[src/shared/rgc_pkg.sv]
// Shared constants for the receive gain, filter and calibration control
package rgc_pkg;

	// ****************************************
	// Register map
	// ****************************************
	localparam logic [7:0] REG_RX_CTRL    = 8'h07;
	localparam logic [7:0] REG_FILT_TGT   = 8'h08;
	localparam int         CTRL_LPF_EN    = 0;
	localparam int         CTRL_OCAL_BUSY = 5;
	localparam int         CTRL_FCAL_BUSY = 6;
	localparam logic [7:0] CTRL_RST       = 8'h01;
	localparam logic [7:0] TGT_RST        = 8'h80;

	// ****************************************
	// Gain mapping
	// ****************************************
	localparam int         GAIN_W       = 6;
	localparam int         STG_W        = 3;
	localparam logic [5:0] GAIN_MAX_IDX = 6'h3c;
	localparam logic [2:0] RED_MAX_STEP = 3'h6;
	localparam int         RED_STEP_DB  = 8;
	localparam int         COARSE_DB    = 6;
	localparam logic [2:0] S1_MAX       = 3'h4;
	localparam logic [2:0] S2_MAX       = 3'h5;
	localparam logic [2:0] FINE_MAX     = 3'h6;

	// ****************************************
	// Calibration timing and servo
	// ****************************************
	localparam int                CLK_MHZ       = 250;
	localparam int                FCAL_MAX_US   = 100;
	localparam int                FCAL_CYC      = FCAL_MAX_US * CLK_MHZ - 1;
	localparam int                ADC_W         = 12;
	localparam logic signed [11:0] OFS_WIN      = 12'sh020;
	localparam logic [7:0]        OFS_DAC_MID   = 8'h80;

endpackage

[src/shared/rgc_link_if.sv]
// Carrier between the control top, the gain table and the offset servo
`timescale 1ns/1ps
interface rgc_link_if;
	logic [rgc_pkg::GAIN_W-1:0]        gain_code;
	logic                              gain_reduced;
	logic [rgc_pkg::STG_W-1:0]         stage1;
	logic [rgc_pkg::STG_W-1:0]         stage2;
	logic [rgc_pkg::STG_W-1:0]         fine;
	logic                              start;
	logic                              busy;
	logic                              done;
	logic                              valid;
	logic signed [rgc_pkg::ADC_W-1:0]  offset;
	logic [7:0]                        dac;

	modport lut_mp (input gain_code, gain_reduced,
		output stage1, stage2, fine);
	modport servo_mp (input start, valid, offset,
		output busy, done, dac);
	modport top_mp (output gain_code, gain_reduced, start, valid, offset,
		input stage1, stage2, fine, busy, done, dac);
endinterface

[src/design/rgc_gain_lut.sv]
// Gain word to coarse and fine stage settings table
`timescale 1ns/1ps
module rgc_gain_lut (
	rgc_link_if.lut_mp lnk
);

	// ****************************************
	// Split a 0..60 dB index into stage steps
	// ****************************************
	function automatic logic [8:0] rgc_split(input logic [5:0] idx);
		logic [3:0] crs;
		logic [2:0] s1;
		logic [5:0] rem;
		crs = 4'(idx / 6'h06);
		if (crs > 4'h9) begin
			crs = 4'h9; // Top code rides on the fine stage
		end
		s1 = (crs > 4'(rgc_pkg::S1_MAX)) ? rgc_pkg::S1_MAX : crs[2:0];
		rem = idx - 6'(crs * 4'h6);
		rgc_split = {s1, 3'(crs - 4'(s1)), rem[2:0]};
	endfunction

	logic [5:0] idx;
	logic [2:0] step;

	// Plain or reduced mapping, out of range codes clamp
	always_comb begin
		step = (lnk.gain_code[2:0] > rgc_pkg::RED_MAX_STEP) ?
			rgc_pkg::RED_MAX_STEP : lnk.gain_code[2:0];
		if (lnk.gain_reduced) begin
			idx = {step, 3'h0};
		end else if (lnk.gain_code > rgc_pkg::GAIN_MAX_IDX) begin
			idx = rgc_pkg::GAIN_MAX_IDX;
		end else begin
			idx = lnk.gain_code;
		end
	end

	// Table lookup feeding every stage
	assign {lnk.stage1, lnk.stage2, lnk.fine} = rgc_split(idx);

endmodule

[src/design/rgc_offset_servo.sv]
// Digital servo that trims the offset calibration DAC
`timescale 1ns/1ps
module rgc_offset_servo #(
	parameter int DAC_W = 8
) (
	// Clock and reset
	input  wire logic   mclk_i,
	input  wire logic   rst_i,
	// Link to control top
	rgc_link_if.servo_mp lnk
);

	logic             busy_reg;
	logic             done_reg;
	logic [7:0]       dac_reg;
	logic [DAC_W:0]   iter_reg;
	logic             in_win;

	assign in_win = (lnk.offset <= rgc_pkg::OFS_WIN) &&
		(lnk.offset >= -rgc_pkg::OFS_WIN);

	// Step the DAC one code per sample until the offset is in the window;
	// the step cap stops a stuck loop from holding the gain forced forever
	always_ff @(posedge mclk_i) begin
		if (rst_i) begin
			busy_reg <= 1'b0;
			done_reg <= 1'b0;
			dac_reg  <= 8'h00;
			iter_reg <= '0;
		end else begin
			done_reg <= 1'b0;
			if (lnk.start) begin
				busy_reg <= 1'b1;
				dac_reg  <= rgc_pkg::OFS_DAC_MID;
				iter_reg <= '0;
			end else if (busy_reg && lnk.valid) begin
				iter_reg <= iter_reg + 1'b1;
				if (in_win || iter_reg[DAC_W]) begin
					busy_reg <= 1'b0;
					done_reg <= 1'b1;
				end else if (lnk.offset > 0 && dac_reg != 8'h00) begin
					dac_reg <= dac_reg - 8'h01;
				end else if (lnk.offset < 0 && dac_reg != 8'hff) begin
					dac_reg <= dac_reg + 8'h01;
				end
			end
		end
	end

	assign lnk.busy = busy_reg;
	assign lnk.done = done_reg;
	assign lnk.dac  = dac_reg;
endmodule

[src/design/rgc_rx_ctrl.sv]
// Receive gain, low-pass filter and calibration control top
`timescale 1ns/1ps
module rgc_rx_ctrl #(
	parameter int FCAL_CYCLES = rgc_pkg::FCAL_CYC,
	parameter int DAC_W       = 8
) (
	// Clock and reset
	input  wire logic                         mclk_i,
	input  wire logic                         rst_i,
	// Serial port register access
	input  wire logic [7:0]                   reg_addr_i,
	input  wire logic [7:0]                   reg_wdata_i,
	input  wire logic                         reg_wr_i,
	input  wire logic                         reg_rd_i,
	output logic [7:0]                        reg_rdata_o,
	// Gain request and offset calibration request
	input  wire logic [rgc_pkg::GAIN_W-1:0]   gain_code_i,
	input  wire logic                         gain_reduced_i,
	input  wire logic                         offset_cal_req_i,
	// Converter offset measurement
	input  wire logic                         adc_valid_i,
	input  wire logic [rgc_pkg::ADC_W-1:0]    adc_offset_i,
	// Receive gain amp settings
	output logic [rgc_pkg::STG_W-1:0]         coarse_stage1_o,
	output logic [rgc_pkg::STG_W-1:0]         coarse_stage2_o,
	output logic [rgc_pkg::STG_W-1:0]         fine_gain_o,
	// Offset cancellation
	output logic                              input_short_o,
	output logic [7:0]                        cal_dac_o,
	output logic                              offset_cal_busy_o,
	// Receive lowpass
	output logic                              receive_lowpass_en_o,
	output logic [7:0]                        filter_target_o,
	output logic                              filter_cal_busy_o,
	output logic                              filter_cal_done_o
);

	// ****************************************
	// Register file
	// ****************************************
	localparam logic [7:0] STAT_MASK =
		8'(1 << rgc_pkg::CTRL_OCAL_BUSY) | 8'(1 << rgc_pkg::CTRL_FCAL_BUSY);

	logic [7:0]  ctrl_reg;
	logic [7:0]  tgt_reg;
	logic        wr_ctrl;
	logic        wr_tgt;
	logic [7:0]  ctrl_view;

	assign wr_ctrl = reg_wr_i && reg_addr_i == rgc_pkg::REG_RX_CTRL;
	assign wr_tgt  = reg_wr_i && reg_addr_i == rgc_pkg::REG_FILT_TGT;

	// Busy flags overlay the control word so software can poll them
	always_comb begin
		ctrl_view = ctrl_reg & ~STAT_MASK;
		ctrl_view[rgc_pkg::CTRL_OCAL_BUSY] = offset_cal_busy_o;
		ctrl_view[rgc_pkg::CTRL_FCAL_BUSY] = filter_cal_busy_o;
	end

	// Control word, filter enabled out of reset
	always_ff @(posedge mclk_i) begin
		if (rst_i) begin
			ctrl_reg <= rgc_pkg::CTRL_RST;
		end else if (wr_ctrl) begin
			ctrl_reg <= reg_wdata_i;
		end
	end

	// Cutoff target, written by software
	always_ff @(posedge mclk_i) begin
		if (rst_i) begin
			tgt_reg <= rgc_pkg::TGT_RST;
		end else if (wr_tgt) begin
			tgt_reg <= reg_wdata_i;
		end
	end

	// Read data, one cycle after the strobe; unknown addresses read zero
	always_ff @(posedge mclk_i) begin
		if (rst_i) begin
			reg_rdata_o <= 8'h00;
		end else if (reg_rd_i) begin
			case (reg_addr_i)
				rgc_pkg::REG_RX_CTRL: begin
					reg_rdata_o <= ctrl_view;
				end
				rgc_pkg::REG_FILT_TGT: begin
					reg_rdata_o <= tgt_reg;
				end
				default: begin
					reg_rdata_o <= 8'h00;
				end
			endcase
		end
	end

	assign receive_lowpass_en_o = ctrl_reg[rgc_pkg::CTRL_LPF_EN];
	assign filter_target_o      = tgt_reg;

	// ****************************************
	// Filter calibration
	// ****************************************
	typedef enum logic {FC_IDLE, FC_RUN} rgc_fcal_type;

	rgc_fcal_type fc_state_reg;
	logic [15:0]  fc_cnt_reg;
	logic         fc_done_reg;

	// Any target write, same value or not, restarts the count; a late
	// write simply discards the run in progress
	always_ff @(posedge mclk_i) begin
		if (rst_i) begin
			fc_state_reg <= FC_IDLE;
			fc_cnt_reg   <= 16'h0000;
			fc_done_reg  <= 1'b0;
		end else begin
			fc_done_reg <= 1'b0;
			if (wr_tgt) begin
				fc_state_reg <= FC_RUN;
				fc_cnt_reg   <= 16'h0000;
			end else begin
				case (fc_state_reg)
					FC_RUN: begin
						if (fc_cnt_reg == 16'(FCAL_CYCLES - 1)) begin
							fc_state_reg <= FC_IDLE;
							fc_done_reg  <= 1'b1;
						end else begin
							fc_cnt_reg <= fc_cnt_reg + 16'h0001;
						end
					end
					default: begin
						fc_state_reg <= FC_IDLE;
					end
				endcase
			end
		end
	end

	assign filter_cal_busy_o = fc_state_reg == FC_RUN;
	assign filter_cal_done_o = fc_done_reg;

	// ****************************************
	// Offset cancellation sequencing
	// ****************************************
	rgc_link_if lnk ();

	logic pwrup_pend_reg;

	// Power-up run is owed from reset until the servo accepts it
	always_ff @(posedge mclk_i) begin
		if (rst_i) begin
			pwrup_pend_reg <= 1'b1;
		end else if (lnk.start) begin
			pwrup_pend_reg <= 1'b0;
		end
	end

	// Requests while a run is busy are dropped, the run already covers them
	assign lnk.start  = (pwrup_pend_reg || offset_cal_req_i) &&
		!lnk.busy;
	assign lnk.valid  = adc_valid_i;
	assign lnk.offset = adc_offset_i;
	assign lnk.gain_code    = gain_code_i;
	assign lnk.gain_reduced = gain_reduced_i;

	rgc_offset_servo #(
		.DAC_W (DAC_W)
	) u_servo (
		.mclk_i (mclk_i),
		.rst_i  (rst_i),
		.lnk    (lnk)
	);

	rgc_gain_lut u_lut (
		.lnk (lnk)
	);

	assign offset_cal_busy_o = lnk.busy;
	assign cal_dac_o         = lnk.dac;

	// ****************************************
	// Stage settings
	// ****************************************
	// Registered so a gain change never glitches the analog switches
	always_ff @(posedge mclk_i) begin
		if (rst_i) begin
			coarse_stage1_o <= '0;
			coarse_stage2_o <= '0;
			fine_gain_o     <= '0;
			input_short_o   <= 1'b0;
		end else if (lnk.busy) begin
			coarse_stage1_o <= rgc_pkg::S1_MAX;
			coarse_stage2_o <= rgc_pkg::S2_MAX;
			fine_gain_o     <= rgc_pkg::FINE_MAX;
			input_short_o   <= 1'b1;
		end else begin
			coarse_stage1_o <= lnk.stage1;
			coarse_stage2_o <= lnk.stage2;
			fine_gain_o     <= lnk.fine;
			input_short_o   <= 1'b0;
		end
	end

	int gain_db;
	assign gain_db = rgc_pkg::COARSE_DB *
		(int'(coarse_stage1_o) + int'(coarse_stage2_o)) + int'(fine_gain_o);
endmodule

[config.mk]
export PLATFORM = sky130hd
export DESIGN_NAME = rgc_rx_ctrl
export DESIGN_NICKNAME = d
export VERILOG_FILES = /design/src/shared/rgc_pkg.sv /design/src/shared/rgc_link_if.sv /design/src/design/rgc_gain_lut.sv /design/src/design/rgc_offset_servo.sv /design/src/design/rgc_rx_ctrl.sv
export SDC_FILE = /design/constraint.sdc
export NUM_CORES = 1
export LEC_CHECK = 0
export BUFFER_PORTS_ARGS = -buffer_cell sky130_fd_sc_hd__buf_4
export CAP_MARGIN = 20
export CORE_MARGIN = 2
export CORE_UTILIZATION = 45
export CTS_BUF_LIST = sky130_fd_sc_hd__clkbuf_16
export CTS_CLUSTER_SIZE = 14
export DETAILED_ROUTE_END_ITERATION = 7
export MAX_ROUTING_LAYER = met4
export PLACE_DENSITY = 0.78
export SETUP_SLACK_MARGIN = 0.02
export SLEW_MARGIN = 20
export SYNTH_ARGS = -nofsm -noshare
export SYNTH_HDL_FRONTEND = slang
export SYNTH_SLANG_ARGS = --single-unit
[constraint.sdc]
create_clock -name mclk_i -period 4.1 [get_ports mclk_i]
set_clock_uncertainty 0.15 [all_clocks]
set_input_delay 0.41 -clock mclk_i [delete_from_list [all_inputs] [get_ports mclk_i]]
set_output_delay 0.41 -clock mclk_i [all_outputs]
set_load 0.05 [all_outputs]
# Yosys cells after proc, flatten, opt, wreduce, memory -nomap -nowiden

Cells that the tools add are included.

Bits of input ports: 41
Register bits after elaboration: 71
Logic and storage cells: 87
Output and inout port bits: 38

$lt $le $gt $ge: 8
Eq/ne operators: 5
$mul: 1
Reduce and logical (&&, ||, !) cells: 23
Divide/modulo/power cells: 1
Mux-type cells: 22
Bitwise gates (word level): 3
Add/subtract/negate cells: 6

Operators by type and width:

| cell                  | count |
|---|---|
| $mux 8                | 5 |
| $add 16x1->16 const B | 1 |
| $eq 16x15->1 const B  | 1 |
| $pmux 8 s2            | 1 |
| $mux 3                | 5 |
| $ge 12x6->1 const B   | 1 |
| $gt 12x1->1 const B   | 1 |
| $le 12x7->1 const B   | 1 |
| $lt 12x1->1 const B   | 1 |
| $mux 6                | 2 |
| $add 9x1->9 const B   | 1 |
| $add 8x1->8 const B   | 1 |
| $eq 8x3->1 const B    | 1 |
| $eq 8x4->1 const B    | 1 |
| $mux 1                | 8 |
| $ne 8x8->1 const B    | 1 |
| $reduce_bool 8->1     | 1 |
| $sub 8x1->8 const B   | 1 |
| $logic_and 1x1->1     | 7 |
| $div 6x3->6 const B   | 1 |
| $gt 6x6->1 const B    | 1 |
| $reduce_and 3->1      | 2 |
| $reduce_bool 2->1     | 3 |
| $reduce_or 2->1       | 3 |
| 13 further kinds      | 18 |

# Logic depth before layout (Yosys ltp)

Gate-level depths: netlist of run 1.

Word-level depth: 10
Depth in mapped cells: 11
Depth with buffers taken out: 11

# Modules after synthesis

Synthesis of run 1 repeated with hierarchy kept, for this count alone.

Cell total of the unflattened synthesis: 455
Area total of the unflattened synthesis: 3786.1 um^2

Modules (own cells, without submodules):

| module           | cells each | area an instance (um^2) | times used |
|---|---|---|---|
| rgc_rx_ctrl      | 234        | 2065.7                  | 1 |
| rgc_offset_servo | 136        | 1156.1                  | 1 |
| rgc_gain_lut     | 85         | 564.3                   | 1 |

# Least setup slack after synthesis of run 1

Ideal clock, no wire load.

Path type: flip-flop to flip-flop
Start: register u_servo.dac_reg[0], in the netlist u_servo.lnk.dac[0]
End: register u_servo.dac_reg[7], in the netlist u_servo.lnk.dac[7]
Slack: 1.215 ns
Arrival: 2.660 ns
Buffers on the path: 0
Cell stages (with the launch flop): 12
Path through: dfxtp_1 -> nor4_1 -> a21oi_1 -> o31ai_4 -> inv_1 -> ha_1 -> a21oi_1 -> o211ai_1 -> o41ai_1 -> xor2_1 -> a21bo_2 -> a31oi_1

Cells in the longest elaborated chain, start to end: 6
Elaborated cells between the ends (all ways): 13
Those cells by class: add/sub (2); eq/ne (1); mux (5); reduce/logical (5)

RTL lines:

| item                                             | line                                           | text |
|---|---|---|
| start, declared                                  | rgc_offset_servo.sv:15                         | `logic [7:0] dac_reg;` |
| start signal, assigned                           | rgc_offset_servo.sv:34                         | `dac_reg <= rgc_pkg::OFS_DAC_MID;` |
| start signal, assigned                           | rgc_offset_servo.sv:42                         | `dac_reg <= dac_reg - 8'h01;` |
| start signal, assigned                           | rgc_offset_servo.sv:44                         | `dac_reg <= dac_reg + 8'h01;` |
| $add 8x1->8 or $reduce_bool 8->1 (tied branches) | rgc_offset_servo.sv:44, rgc_offset_servo.sv:41 |  |
| $mux 8 or $logic_and 1x1->1 (tied branches)      | rgc_offset_servo.sv:43, rgc_offset_servo.sv:41 |  |
| $mux 8                                           | rgc_offset_servo.sv:41                         | `end else if (lnk.offset > 0 && dac_reg != 8'h00) begin` |
| $mux 8                                           | rgc_offset_servo.sv:38                         | `if (in_win \|\| iter_reg[DAC_W]) begin` |
| $mux 8                                           | rgc_offset_servo.sv:36                         | `end else if (busy_reg && lnk.valid) begin` |
| $mux 8                                           | rgc_offset_servo.sv:32                         | `if (lnk.start) begin` |

Parallel ways exist; a longest one is shown, timed or not. The select of a mux whose other input is x is not followed.
A chain may end at the register's enable or synchronous reset.

# Worst setup path after layout of run 1

Start: input port adc_offset_i[7] in the netlist's numbering
End: register u_servo.dac_reg[7], in the netlist u_servo.lnk.dac[7]

Cells in the longest elaborated chain, start to end: 6
Elaborated cells between the ends (all ways): 15
Those cells by class: order compare (4); eq/ne (1); mux (4); reduce/logical (6)

RTL lines:

| item              | line                   | text |
|---|---|---|
| start, declared   | rgc_rx_ctrl.sv:22      | `input wire logic [rgc_pkg::ADC_W-1:0] adc_offset_i,` |
| $gt 12x1->1       | rgc_offset_servo.sv:41 |  |
| $logic_and 1x1->1 | rgc_offset_servo.sv:41 |  |
| $mux 8            | rgc_offset_servo.sv:41 |  |
| $mux 8            | rgc_offset_servo.sv:38 |  |
| $mux 8            | rgc_offset_servo.sv:36 |  |
| $mux 8            | rgc_offset_servo.sv:32 |  |

Parallel ways exist; a longest one is shown, timed or not. The select of a mux whose other input is x is not followed.

==> results.cfg, run 1 <==
[detailed_routing]
dr.pass1.iters = 4
met1Wirelength_um = 3470
wl_met2_um = 3820
drc = 0
drt_iter0_drc = 143
via_per_inst = 5.30
routed.top_layer = met4
routed-via-count = 3010
wl_um = 7590
final_antenna_net_count = 0
wl_met3_um = 218
drt-wirelength-per-cell_um = 13.4

[global_routing]
grt.overflow.total = 0
grtUsageTotal = 0.195
antenna_found_initial = 0
grt_max_degree = 36
grt_pass1_wl_um = 13100
grt_pass1_vias = 2903

[layout]
largest_reg_flops = 16
nNetsFinal = 517
drive_gt1_frac = 0.235
layout_common_cells = buf_4, dfxtp_1, nor2_1
fin_area_sq_um = 4330
insertedDiodeCount = 0
final_common_cell = buf_4
syn_to_final_growth_pct = 28.1

[clocking]
cts_root_buffer = clkbuf_16
insertion_delay_ps = 330
clock_sinks = 69
cts-resized-gates = 0
cts_setup_buffers = 0
holdBufCountCts = 0
cts_max_level = 3
cts_buffers = 9
cts_tree = done
cts.path.max_buffers = 2
cts.clk_slew.worst_paths_ps = 60

[place]
dpl.hpwl_um = 5520
gp_congestion = 0.882
place_worst_setup_slack_ps = 928
placed_area_sq_um = 4010
portBuffers = 78

[floorplan]
die_h_um = 90.7
rows = 31
core_area_sq_um = 7250
start_util = 0.467
die-width_um = 90.7
ios = 79
die_area_sq_um = 8230

[hold_path]
worst_hold_startpoint = gain_code_i[0]
hold_path_class = in -> reg
hold_depth = 2
holdPathEnd = fine_gain_o[0]$_SDFF_PP0_

[timing]
rsz0062_at_grt = no
worst_slack_ps = 1250
finalMaxSlewViolations = 0
worst_pin_slew_ps = 867
fmax_ghz = 0.350
relSlewSlack = 0.421
setup_violations = 0
period_needed_ps = 2850
hold_viol = 0
fin_tns_setup_ps = 0
fin_crit_sh = 0.696

[setup_path]
worstSetupPathType = in -> reg
setup.worst_path.start_class = primary input
critPathLaunch = adc_offset_i[7]
crit_slowest_cell = o31ai_4
r2r-start = u_servo.lnk.dac[0]$_SDFFE_PP0P_
crit_path_cell_trace = buf_4 -> nor4_1 -> nand2_1 -> o31ai_4 -> inv_1 -> ha_1 -> a21oi_1 -> o211ai_1 -> o41ai_1 -> xor2_1 -> a21bo_2 -> a31oi_1
cp.arrival_ps = 2960
crit_path_max_incr_delay_ps = 340
r2r_setup_slack_ps = 1250
endpoint_kind = flip-flop
path_max_fanout = 6
reg2reg_depth = 11
required_ps = 4210
r2r_end = u_servo.lnk.dac[7]$_SDFFE_PP0P_

[synthesis]
synth_area_sq_um = 3380
synth_warnings = 0
seq_area_frac_synth = 0.408
synth_fp_nets = 444
syn_area_per_cell_sq_um = 8.66
synth_top_flop_cell = dfxtp_1
synth_edf_count = 0
ys_ff_latch = 69
syn_inst = 391
async_flop_share = 0
synthDistinctLibCells = 60

[run_status]
status = finished, final reports clean

[power]
leakagePower_uw = 0.00168
power_density_nw_per_um2 = 407
irDropWorstVdd_mv = 0.266

[job]
drv_cap = 0
[area by class of cell]
cell class | instances | area, sq um
Fill cell | 640 | 2920
Multi-Input combinational cell | 289 | 1850
Sequential cell | 69 | 1380
Timing Repair Buffer | 81 | 608
Clock buffer | 9 | 225
Tap cell | 99 | 124
Clock inverter | 7 | 97.6
Inverter | 14 | 52.6
[how the worst max path moves through the flow]
stage,endpoint,slack (ps),cells past startpoint
after floorplan,u_servo.lnk.dac[7]$_SDFFE_PP0P_,1220,11
after global placement,u_servo.lnk.dac[7]$_SDFFE_PP0P_,980,12
after detailed placement,u_servo.lnk.dac[7]$_SDFFE_PP0P_,930,12
after CTS,u_servo.lnk.dac[7]$_SDFFE_PP0P_,1250,12
after global routing,u_servo.lnk.dac[7]$_SDFFE_PP0P_,930,12
final,u_servo.lnk.dac[7]$_SDFFE_PP0P_,1250,12
[Yosys cell counts (all sizes together) (2+ instances only)]
| master | number | area, sq um |
|---|---|---|
| dfxtp | 69 | 1380 |
| nor2 | 47 | 176 |
| nand2 | 36 | 143 |
| a21oi | 32 | 160 |
| nand3 | 18 | 90.1 |
| inv | 14 | 52.6 |
| clkbuf | 13 | 48.8 |
| xnor2 | 13 | 114 |
| o21ai | 12 | 60.1 |
| xor2 | 12 | 105 |
| ha | 11 | 138 |
| a211oi | 10 | 80.1 |
| nand4 | 9 | 56.3 |
| a22oi | 8 | 65.1 |
| and3 | 8 | 51.3 |
| nor4 | 7 | 58.8 |
| or3 | 7 | 43.8 |
| buf | 6 | 56.3 |
| mux2i | 5 | 50.1 |
| nand2b | 5 | 33.8 |
| nor3 | 5 | 25.0 |
| a211o | 3 | 26.3 |
| and2 | 3 | 18.8 |
| mux2 | 3 | 33.8 |
| nor2b | 3 | 18.8 |
| o211ai | 3 | 22.5 |
| a21boi | 2 | 15.0 |
| nor3b | 2 | 15.0 |
| nor4b | 2 | 17.5 |
| o21bai | 2 | 15.0 |
| o311ai | 2 | 17.5 |
[metrics by stage]
stage	hold slack, ps	total power, uW	utilization	std cells
2_1_floorplan	275	864	-	391
3_3_place_gp	285	935	0.553	552
3_5_place_dp	292	941	0.553	552
4_1_cts	192	1770	0.598	568
5_1_grt	191	1830	0.598	568
6_report	196	1760	0.598	568
[kinds of logic (layout without fill, tap and decap cells)]
group | Yosys count | in the layout | share of synthesized area
xor+xnor | 25 | 25 | 0.0647
fa+ha+maj | 13 | 13 | 0.0495
simple gates | 158 | 158 | 0.238
buf+inv | 33 | 111 | 0.0466
mux | 8 | 8 | 0.0248
compound gates | 85 | 85 | 0.169
flops | 69 | 69 | 0.408
[layer usage]
layer  vias up  track usage
met1      1421        0.231
met4         0       0.0590
met3         8       0.0401
met2        39        0.333
met5         -            -
li1       1542            -
[critical path, delay by kind of cell]
| family | cells | cell delay, ps |
|---|---|---|
| AOI/OAI and AO/OA | 6 | 1370 |
| xor gates and xnor gates | 1 | 140 |
| adders and majority gates | 1 | 320 |
| buffers and inverters | 2 | 310 |
| and+or+nand+nor | 2 | 420 |
[power by group]
| group | internal [uW] | switching [uW] | total (uW) |
|---|---|---|---|
| Combinational | 87.9 | 139 | 227 |
| Clock | 535 | 302 | 838 |
| Sequential | 688 | 11.7 | 699 |
| Total | 1310 | 453 | 1760 |
Note: power is estimated with default switching activity, not from simulation.
==> run 2: changes to the inputs <==
--- a/config.mk
+++ b/config.mk
@@ -13,7 +13,7 @@
 export CTS_CLUSTER_SIZE = 14
 export DETAILED_ROUTE_END_ITERATION = 7
 export MAX_ROUTING_LAYER = met4
-export PLACE_DENSITY = 0.78
+export PLACE_DENSITY = 0.8
 export SETUP_SLACK_MARGIN = 0.02
 export SLEW_MARGIN = 20
 export SYNTH_ARGS = -nofsm -noshare
==> constraint.sdc (replaced) <==
create_clock -name mclk_i -period 2.5 [get_ports mclk_i]
set_clock_uncertainty 0.15 [all_clocks]
set_input_delay 0.25 -clock mclk_i [delete_from_list [all_inputs] [get_ports mclk_i]]
set_output_delay 0.25 -clock mclk_i [all_outputs]
set_load 0.05 [all_outputs]
==> run 2 against run 1 <==
  * The run now ends with negative setup slack left
  * Critical path depth decreased by 1
  * Combinational power increased by 93%
  * Total power increased by 59%
  * Global-route usage increased by 2.5 points
  * Highest routed layer unchanged
==> results.cfg, run 2 (synthesis results as in run 1) <==
[timing]
rsz0062_at_grt = yes
worst_slack_ps = -1.04
fmax_ghz = 0.400
period_needed_ps = 2500
hold_viol = 0
worst_pin_slew_ps = 455
setup_violations = 1
relSlewSlack = 0.697
fin_crit_sh = 1.00
finalMaxSlewViolations = 0
fin_tns_setup_ps = -1.04
holdWs_ps = 22.1

[power]
irDropWorstVdd_mv = 0.488
power_density_nw_per_um2 = 603
leakagePower_uw = 0.00181
power_uw = 2810

[layout]
layout_common_cells = buf_4, dfxtp_1, nor2_1
insertedDiodeCount = 0
fill_cells = 621
final_common_cell = buf_4
fin_cells = 592
drive_gt1_frac = 0.327
largest_reg_flops = 16
nNetsFinal = 542
syn_to_final_growth_pct = 37.7

[place]
place_inst = 574
gp_congestion = 0.872
portBuffers = 78
dpl.hpwl_um = 5850
place_worst_setup_slack_ps = -305

[floorplan]
die-width_um = 90.7
start_util = 0.467
rows = 31
ios = 79
die_h_um = 90.7
die_area_sq_um = 8230
core_area_sq_um = 7250

[setup_path]
setup.worst_path.start_class = flip-flop
worstSetupPathType = reg -> reg
path_max_fanout = 5
cp.arrival_ps = 2540
r2r_setup_slack_ps = -1
endpoint_kind = flip-flop
required_ps = 2540
reg2reg_depth = 11

[clocking]
holdBufCountCts = 0
clock_sinks = 69
insertion_delay_ps = 330
cts_tree = done
cts.path.max_buffers = 2
cts.clk_slew.worst_paths_ps = 60
cts_max_level = 3
cts_root_buffer = clkbuf_16
cts_buffers = 9

[global_routing]
grt_pass1_vias = 3150
grt_pass1_wl_um = 14300
antenna_found_initial = 0
grt.overflow.total = 0
grt_max_degree = 36
grtUsageTotal = 0.220

[detailed_routing]
final_antenna_net_count = 0
drt_iter0_drc = 71
routed-via-count = 3140
via_per_inst = 5.30
drc = 0
dr.pass1.iters = 4
drt-wirelength-per-cell_um = 14.1
wl_um = 8350

[hold_path]
hold_path_class = in -> reg
hold_depth = 3

[job]
drv_cap = 0

[run_status]
violations = negative setup slack
status = finished, violations left
==> run 2: cell types whose count changed in the layout (fill, tap and decap cells not counted), sizes merged <==
| cell | delta |
|---|---|
| clkinvlp | -1 |
| inv | -2 |
| bufinv | -1 |
| clkinv | +3 |
| buf | +25 |
==> run 2: where the power goes <==
part / internal [uW] / switching (uW) / total (uW)
logic: 185 / 253 / 438
registers: 1130 / 17.6 / 1150
clock network: 765 / 463 / 1230
total: 2080 / 734 / 2810
==> run 2: final timing paths <==
path,from,endpoint
setup / recovery,u_servo.lnk.dac[6]$_SDFFE_PP0P_,u_servo.lnk.dac[7]$_SDFFE_PP0P_
hold reg to reg,pwrup_pend_reg$_SDFFE_PP1P_,pwrup_pend_reg$_SDFFE_PP1P_
setup reg to reg,u_servo.lnk.dac[6]$_SDFFE_PP0P_,u_servo.lnk.dac[7]$_SDFFE_PP0P_
hold / removal,reg_wdata_i[5],filter_target_o[5]$_SDFFE_PP0P_
==> run 2: metrics by stage <==
stage / utilization / instance area, sq um
6_report: 0.643 / 4660
5_1_grt: 0.643 / 4660
2_1_floorplan: - / 3400
3_5_place_dp: 0.578 / 4190
4_1_cts: 0.640 / 4640
3_3_place_gp: 0.578 / 4190
==> run 2: layout make-up <==
class,count,area (sq um),area share
well taps,99,124,0.0266
clock inverters,6,65.1,0.0140
flip-flops and latches,69,1390,0.299
repair buffers,106,803,0.172
inverters,14,55.1,0.0118
clock buffers,9,225,0.0483
multi-input cells,289,2000,0.428
==> run 2: routing by layer <==
layer / vias up / global-route usage / share of wire
met4: 0 / 0.0846 / 0.014
li1: 1584 / - / -
met5: - / - / 0
met2: 59 / 0.374 / 0.52
met1: 1488 / 0.244 / 0.43
met3: 9 / 0.0634 / 0.035
==> run 2: worst max-delay path, cell delays in order (launching register included) <==
cell and delay, ps:
dfxtp_2 330, nor4_4 310, a21oi_2 110, o31ai_4 90, inv_4 120, ha_4 240, a21oi_4 140, o211ai_1 130
o41ai_2 260, xor2_1 240, a21bo_2 160, a31oi_1 70
==> run 2: repair_timing <==
| item | in CTS | in global routing |
|---|---|---|
| buffers inserted | 5 | 1 |
| endpoints found under the setup margin | 2 | 4 |
| gates resized for setup | 16 | 11 |
| pin swaps | 10 | 7 |
